--- config.mk ---
export PLATFORM = sky130hd
export DESIGN_NAME = dis_top
export DESIGN_NICKNAME = d
export VERILOG_FILES = /design/src/verilog/dis_pkg.sv /design/src/verilog/dis_debounce.sv /design/src/verilog/dis_top.sv
export VERILOG_INCLUDE_DIRS = /design/src /design/src/verilog
export SDC_FILE = /design/constraint.sdc
export NUM_CORES = 1
export LEC_CHECK = 0
export ABC_CLOCK_PERIOD_IN_PS = 2100
export BUFFER_PORTS_ARGS = -buffer_cell sky130_fd_sc_hd__buf_4
export CORE_ASPECT_RATIO = 0.5
export CORE_MARGIN = 10
export CORE_UTILIZATION = 55
export CTS_BUF_LIST = sky130_fd_sc_hd__clkbuf_4
export DETAILED_ROUTE_END_ITERATION = 6
export PLACE_DENSITY = 0.89
export RECOVER_POWER = 50
export SLEW_MARGIN = 5
export SYNTH_ARGS = -nofsm -noshare
export SYNTH_HDL_FRONTEND = slang
export SYNTH_SLANG_ARGS = --single-unit
--- constraint.sdc ---
create_clock -name ref_clk_i -period 2.1 [get_ports ref_clk_i]
set_clock_uncertainty 0.2 [all_clocks]
set_input_delay 0.315 -clock ref_clk_i [delete_from_list [all_inputs] [get_ports ref_clk_i]]
set_output_delay 0.315 -clock ref_clk_i [all_outputs]
set_load 0.02 [all_outputs]
--- src/verilog/dis_defs.svh ---
// constants of the debounced input serializer: offsets, fields, timing
`ifndef DIS_DEFS_SVH
`define DIS_DEFS_SVH

// ---------------------------------------------------------------
// register offsets (byte addresses)
// ---------------------------------------------------------------
`define DIS_ADDR_W 4
`define DIS_OFS_STATUS 4'h0
`define DIS_OFS_MASK 4'h4
`define DIS_OFS_INPUTS 4'h8
`define DIS_OFS_CTRL 4'hc

// ---------------------------------------------------------------
// field positions
// ---------------------------------------------------------------
`define DIS_EV_OVERTEMP 0
`define DIS_EV_LOAD 1
`define DIS_EV_CHANGE 2
`define DIS_EV_W 3
`define DIS_CTRL_LED_EN 0
`define DIS_INPUTS_PARITY 8

// ---------------------------------------------------------------
// reset values
// ---------------------------------------------------------------
`define DIS_RST_MASK 3'h0
`define DIS_RST_CTRL 1'h1
`define DIS_RST_SHIFT 8'h00

// ---------------------------------------------------------------
// timing
// ---------------------------------------------------------------
`define DIS_CLK_PERIOD_NS 50
`define DIS_MS_NS 1000000
`define DIS_MS_CYCLES (`DIS_MS_NS / `DIS_CLK_PERIOD_NS)
`define DIS_DB_NONE_MS 2'h0
`define DIS_DB_SHORT_MS 2'h1
`define DIS_DB_LONG_MS 2'h3

`endif

--- src/verilog/dis_pkg.sv ---
// types shared by the debounced input serializer
`default_nettype none
package dis_pkg;
	typedef struct packed {
		logic [3:0] addr;
		logic [31:0] wdata;
		logic wr;
		logic rd;
	} dis_bus_req_s;

	typedef struct packed {
		logic clk;
		logic enable;
		logic load;
		logic data_in;
	} dis_link_in_s;

	typedef enum logic [1:0] {
		DIS_DB_OFF,
		DIS_DB_SHORT,
		DIS_DB_LONG
	} dis_db_mode_e;
endpackage
`default_nettype wire

--- src/verilog/dis_debounce.sv ---
// per-channel debounce filter counting millisecond ticks
`timescale 1ns/1ps
`default_nettype none
`include "dis_defs.svh"
module dis_debounce #(
	parameter int WIDTH = 8
) (
	input wire logic ref_clk_i,
	input wire logic sys_rst_i,
	input wire logic ms_tick_i,
	input wire logic [1:0] db_ms_i,
	input wire logic [WIDTH-1:0] raw_i,
	output logic [WIDTH-1:0] stable_o
);
	logic [1:0] cnt_reg [WIDTH];

	// ticks are free running: the first tick after a change only starts
	// the count, so a level must hold db_ms_i to db_ms_i+1 ms to be taken
	always_ff @(posedge ref_clk_i) begin
		for (int i = 0; i < WIDTH; i++) begin
			if (sys_rst_i) begin
				stable_o[i] <= 1'b0;
				cnt_reg[i] <= 2'h0;
			end else if (raw_i[i] == stable_o[i]) begin
				cnt_reg[i] <= 2'h0;
			end else if (db_ms_i == `DIS_DB_NONE_MS) begin
				stable_o[i] <= raw_i[i];
				cnt_reg[i] <= 2'h0;
			end else if (ms_tick_i) begin
				if (cnt_reg[i] >= db_ms_i) begin
					stable_o[i] <= raw_i[i];
					cnt_reg[i] <= 2'h0;
				end else begin
					cnt_reg[i] <= cnt_reg[i] + 2'h1;
				end
			end
		end
	end
endmodule
`default_nettype wire

--- src/verilog/dis_top.sv ---
// eight-channel debounced input serializer with diagnostics
//
// Contract
// - debounce each input, zero to three ms
// - select pins encode 0, 1 or 3 ms
// - load pulse captures all inputs at once
// - serial input shifts in behind outgoing bits
// - odd parity over the captured data
// - overtemp output low while sensor reports hot
// - led drive on while channel is active
//
// The placing of the registers and the plain strobed port were chosen for this implementation.
`timescale 1ns/1ps
`default_nettype none
`include "dis_defs.svh"
module dis_top
	import dis_pkg::*;
#(
	parameter int CHANNELS = 8,
	parameter int MS_CYCLES = `DIS_MS_CYCLES
) (
	input wire logic ref_clk_i,
	input wire logic sys_rst_i,
	input wire logic debounce_sel_lo_i,
	input wire logic debounce_sel_hi_i,
	input wire logic [CHANNELS-1:0] field_input_i,
	input wire logic overtemp_sensor_i,
	input wire dis_link_in_s link_i,
	input wire dis_bus_req_s bus_i,
	output logic [31:0] rdata_o,
	output logic serial_out_o,
	output logic parity_o,
	output logic overtemp_n_o,
	output logic [CHANNELS-1:0] led_return_drive_o,
	output logic irq_o
);
	// ---------------------------------------------------------------
	// helpers
	// ---------------------------------------------------------------
	function automatic logic odd_parity(input logic [CHANNELS-1:0] d);
		return ~(^d);
	endfunction

	function automatic logic [1:0] decode_db(input logic lo, input logic hi);
		dis_db_mode_e m;
		m = DIS_DB_LONG;
		if (lo && !hi)
			m = DIS_DB_OFF;
		else if (!lo && hi)
			m = DIS_DB_SHORT;
		case (m)
			DIS_DB_OFF: return `DIS_DB_NONE_MS;
			DIS_DB_SHORT: return `DIS_DB_SHORT_MS;
			DIS_DB_LONG: return `DIS_DB_LONG_MS;
			default: return `DIS_DB_LONG_MS;
		endcase
	endfunction

	// ---------------------------------------------------------------
	// millisecond tick
	// ---------------------------------------------------------------
	localparam int MSW = (MS_CYCLES > 1) ? $clog2(MS_CYCLES) : 1;
	logic [MSW-1:0] ms_cnt_reg;
	logic ms_tick_reg;

	always_ff @(posedge ref_clk_i) begin
		if (sys_rst_i) begin
			ms_cnt_reg <= '0;
			ms_tick_reg <= 1'b0;
		end else if (ms_cnt_reg == MSW'(MS_CYCLES - 1)) begin
			ms_cnt_reg <= '0;
			ms_tick_reg <= 1'b1;
		end else begin
			ms_cnt_reg <= ms_cnt_reg + 1'b1;
			ms_tick_reg <= 1'b0;
		end
	end

	// ---------------------------------------------------------------
	// debounce
	// ---------------------------------------------------------------
	logic [1:0] db_ms_reg;
	logic [CHANNELS-1:0] stable;

	// select pins are static straps; re-decoded each cycle
	always_ff @(posedge ref_clk_i) begin
		if (sys_rst_i)
			db_ms_reg <= `DIS_DB_LONG_MS;
		else
			db_ms_reg <= decode_db(debounce_sel_lo_i, debounce_sel_hi_i);
	end

	dis_debounce #(
		.WIDTH(CHANNELS)
	) u_debounce (
		.ref_clk_i(ref_clk_i),
		.sys_rst_i(sys_rst_i),
		.ms_tick_i(ms_tick_reg),
		.db_ms_i(db_ms_reg),
		.raw_i(field_input_i),
		.stable_o(stable)
	);

	// ---------------------------------------------------------------
	// serial link
	// ---------------------------------------------------------------
	logic sclk_reg;
	logic sclk_rise;
	logic [CHANNELS-1:0] shift_reg;
	logic load_ev;

	assign sclk_rise = link_i.clk & ~sclk_reg;

	always_ff @(posedge ref_clk_i) begin
		if (sys_rst_i)
			sclk_reg <= 1'b0;
		else
			sclk_reg <= link_i.clk;
	end

	// load is a level: while held the register follows the inputs,
	// so its falling edge fixes the snapshot
	always_ff @(posedge ref_clk_i) begin
		if (sys_rst_i) begin
			shift_reg <= CHANNELS'(`DIS_RST_SHIFT);
			parity_o <= 1'b1;
		end else if (link_i.load) begin
			shift_reg <= stable;
			parity_o <= odd_parity(stable);
		end else if (sclk_rise && link_i.enable) begin
			shift_reg <= {shift_reg[CHANNELS-2:0], link_i.data_in};
		end
	end

	assign load_ev = link_i.load;

	always_ff @(posedge ref_clk_i) begin
		if (sys_rst_i)
			serial_out_o <= 1'b0;
		else
			serial_out_o <= shift_reg[CHANNELS-1];
	end

	// ---------------------------------------------------------------
	// diagnostics and leds
	// ---------------------------------------------------------------
	logic ctrl_led_en_reg;
	logic [CHANNELS-1:0] stable_prev_reg;

	always_ff @(posedge ref_clk_i) begin
		if (sys_rst_i)
			overtemp_n_o <= 1'b1;
		else
			overtemp_n_o <= ~overtemp_sensor_i;
	end

	// software may blank the leds, e.g. for a lamp test or to save power
	always_ff @(posedge ref_clk_i) begin
		if (sys_rst_i)
			led_return_drive_o <= '0;
		else if (ctrl_led_en_reg)
			led_return_drive_o <= stable;
		else
			led_return_drive_o <= '0;
	end

	always_ff @(posedge ref_clk_i) begin
		if (sys_rst_i)
			stable_prev_reg <= '0;
		else
			stable_prev_reg <= stable;
	end

	// ---------------------------------------------------------------
	// status, mask and interrupt
	// ---------------------------------------------------------------
	logic [`DIS_EV_W-1:0] status_reg;
	logic [`DIS_EV_W-1:0] mask_reg;
	logic [`DIS_EV_W-1:0] events;
	logic status_rd;

	assign events[`DIS_EV_OVERTEMP] = overtemp_sensor_i;
	assign events[`DIS_EV_LOAD] = load_ev;
	assign events[`DIS_EV_CHANGE] = |(stable ^ stable_prev_reg);
	assign status_rd = bus_i.rd && (bus_i.addr == `DIS_OFS_STATUS);

	// an event in the clearing read cycle survives: set wins
	always_ff @(posedge ref_clk_i) begin
		if (sys_rst_i)
			status_reg <= '0;
		else if (status_rd)
			status_reg <= events;
		else
			status_reg <= status_reg | events;
	end

	always_ff @(posedge ref_clk_i) begin
		if (sys_rst_i)
			irq_o <= 1'b0;
		else
			irq_o <= |(status_reg & mask_reg);
	end

	// ---------------------------------------------------------------
	// register port
	// ---------------------------------------------------------------
	always_ff @(posedge ref_clk_i) begin
		if (sys_rst_i) begin
			mask_reg <= `DIS_RST_MASK;
			ctrl_led_en_reg <= `DIS_RST_CTRL;
		end else if (bus_i.wr) begin
			case (bus_i.addr)
				`DIS_OFS_MASK: mask_reg <= bus_i.wdata[`DIS_EV_W-1:0];
				`DIS_OFS_CTRL: ctrl_led_en_reg <= bus_i.wdata[`DIS_CTRL_LED_EN];
				default: ;
			endcase
		end
	end

	always_ff @(posedge ref_clk_i) begin
		if (sys_rst_i) begin
			rdata_o <= '0;
		end else if (bus_i.rd) begin
			case (bus_i.addr)
				`DIS_OFS_STATUS: rdata_o <= 32'(status_reg);
				`DIS_OFS_MASK: rdata_o <= 32'(mask_reg);
				`DIS_OFS_INPUTS: rdata_o <= 32'({parity_o, stable});
				`DIS_OFS_CTRL: rdata_o <= 32'(ctrl_led_en_reg);
				default: rdata_o <= '0;
			endcase
		end else begin
			rdata_o <= '0;
		end
	end
endmodule
`default_nettype wire
==> key figures <==
Hold path
  – Hold path start: debounce_sel_hi_i
  – Hold depth: 4
  – Hold Crit Class: input port to register
  – Hold Path End: db_ms_reg[1]

Critical path
  – Arr. time, crit path: 2110 ps
  – Crit Path Category: register to register
  – Crit path max fanout: 8
  – Worst r2r dst: u_debounce.cnt_reg[0][5]
  – R2R setup slack: 90 ps
  – Reg2reg path depth: 6
  – Worst r2r src: db_ms_reg[0]
  – Req. time, crit path: 2200 ps
  – CP Launch Type: register
  – Setup crit end kind: register

Finish
  – Antenna cells: 0
  – Final nets: 559
  – Commonest non-fill, non-tap cell in the layout: dfxtp_1
  – Register area: 1900 µm²
  – Layout cell share with drive strength beyond 1: 13.2%
  – Number of flip-flops under the largest register name: 16
  – Multi-input logic area: 1960 µm²
  – # fillers: 603
  – Commonest non-fill, non-tap cells in the layout: dfxtp_1 (71), nor2_1 (65), buf_4 (28)
  – Area growth, synth to finish: 14.6%

Logic synthesis
  – Yosys top cell area share: 34.9%
  – Yosys warning count: 0
  – Synth area leaders: dfxtp_1 (35%), edfxtp_1 (12%), nor2_1 (6.0%), mux2i_1 (5.6%), ha_1 (5.5%)
  – Async set or reset register ratio after synthesis: 0%
  – Post-synthesis mux area share: 5.65%
  – Largest family of logic cells by synthesized area: simple AND/OR/NAND/NOR gates
  – Post-synth EDFFs: 16
  – Adder-Cell Fraction of Synth Area: 5.52%
  – Post-synthesis sequential area ratio: 46.7%
  – Post-Synth Simple-Gate Area: 19.6%
  – Synth Area in XOR/XNOR: 9.45%
  – Flops & latches, synth: 87
  – Syn Area/Cell: 9.75 µm²
  – Cells after synthesis: 418
  – Post-Syn Area: 4080 µm²
  – Primary FF master, synth: dfxtp_1
  – Synth Area in Compound Gates: 5.56%
  – Post-synthesis cell type count: 37
  – Area leader, netlist: dfxtp_1

Floorplanning
  – Io pins: 99
  – Die width: 142 µm
  – Site Rows: 22
  – Area of the core: 7270 µm²
  – Die Area: 11500 µm²
  – Initial Util: 56.1%
  – Die Y-Extent: 80.9 µm

STA
  – Count of final hold-check violations: 0
  – Final worst slack: 90.5 ps
  – RSZ-0062 raised after global routing: false
  – Fin Setup TNS: 0 ps
  – Maximum clock frequency: 0.498 GHz
  – Max-slew headroom: 46.4%
  – Final setup viols: 0
  – Tightest Pin Transition: 804 ps
  – Final Max Tran Viols: 0
  – Period utilization: 95.7%
  – Final Critical Period: 2010 ps

Drt
  – Number of routed nets with antenna violations: 0
  – 1st-iter DRT viols: 213
  – Number of remaining DRC errors: 0
  – Avg WL per Cell: 14.0 µm
  – Routed WL: 8200 µm
  – First-pass DRT Iterations: 4
  – Number of vias per cell: 4.98
  – Via count: 2922

Global routing
  – Number of global-route vias before repair: 2865
  – Total global-route track usage: 14.0%
  – Antenna violations before repair: 0
  – First-pass GRT wire length: 13200 µm
  – Largest net degree at the start of global routing: 41
  – Gr ovfl total: 0

Clock tree
  – Clk_lat worst skew: 420 ps
  – Clk buf depth: 2
  – Clk pin slew, worst setup/hold paths: 150 ps
  – Post-CTS setup buffers: 0
  – Cts bufs inserted: 9
  – H-tree levels: 3
  – Root buf cell: clkbuf_4
  – TritonCTS clock tree: built
  – CTS sink cnt: 87

Place
  – Routability congestion estimate: 0.773
  – Port buffer count: 46
  – Setup WS pre-CTS: 47.6 ps
  – DP HPWL: 5910 µm

Pwr
  – Leakage: 2.06 nW
  – Worst vdd ir: 286 µV
  – Power per cell area: 630 nW/µm²

Run status
  – Status: finished, final reports clean

Job
  – Max Cap Viol: 0
[power breakdown]
part	internal (mW)	leakage (nW)	switching (mW)
clock	0.244	0.0637	0.562
combinational	0.158	1.24	0.199
sequential	1.75	0.755	0.0344
[timing repair]
action | in CTS | in global routing
endpoints found under the setup margin | 0 | 24
hold buffers | 18 | 0
resized for setup | 0 | 2
endpoints found under the hold margin | 18 | 0
[kinds of logic after synthesis]
kind of cell    after synthesis
simple gates                157
buf+inv                      53
flops                        87
fa+ha+maj                    18
xor+xnor                     44
other cells                   1
mux                          23
compound gates               35
[worst max path at each step]
stage                             from                  endpoint  slack [ps]  depth (start not counted)
after CTS                  ms_tick_reg  u_debounce.cnt_reg[1][6]          60                          2
after global placement       sys_rst_i  u_debounce.cnt_reg[1][0]         100                          3
final                     db_ms_reg[0]  u_debounce.cnt_reg[0][5]          90                          6
after floorplan           db_ms_reg[0]  u_debounce.cnt_reg[0][5]         180                          5
after detailed placement     sys_rst_i  u_debounce.cnt_reg[0][7]          50                          3
after global routing      db_ms_reg[0]  u_debounce.cnt_reg[0][3]           3                          6
[critical path, stage by stage (launching register included)]
cell and delay (ps):
dfxtp_1 360, buf_12 140, ha_1 280, nand2b_1 150, a21o_1 190, or3b_2 480
nor2_1 110
[metrics by stage]
step / hold WS (ps) / area, µm² / total power [mW] / util [%] / std cells
after floorplan: 189 / 4160 / 2.08 / - / 440
after global routing: 31.2 / 4670 / 3.09 / 64.3 / 587
after detailed placement: 260 / 4470 / 2.15 / 61.5 / 553
after global placement: 238 / 4470 / 2.14 / 61.5 / 553
final: 62.1 / 4670 / 2.95 / 64.3 / 587
after CTS: 42.3 / 4760 / 2.97 / 65.6 / 587
[cell type report]
class                      count  area share [%]
clock inverter                 7            1.02
tap                           96            2.57
clock buffer                   9            1.45
inverter                      12           0.964
timing repair buffer          76            11.3
sequential                    87            40.7
multi-input combinational    300            42.0
[Yosys cell counts, drive strengths merged, types with 12 or more instances]
cell / instances
a21oi: 15
mux2i: 23
dfxtp: 71
xor2: 21
edfxtp: 16
nand2: 18
and2: 14
clkbuf: 16
nor2: 69
xnor2: 23
ha: 18
nand2b: 12
inv: 12
buf: 25
nor2b: 14
[per-layer routing]
layer / wire length (µm) / GRT usage (%)
met3: 484 / 4.42
met4: 98 / 4.97
met1: 3800 / 17.0
met2: 3810 / 23.4
met5: 0 / 0
Note: power is estimated with default switching activity, not from simulation.
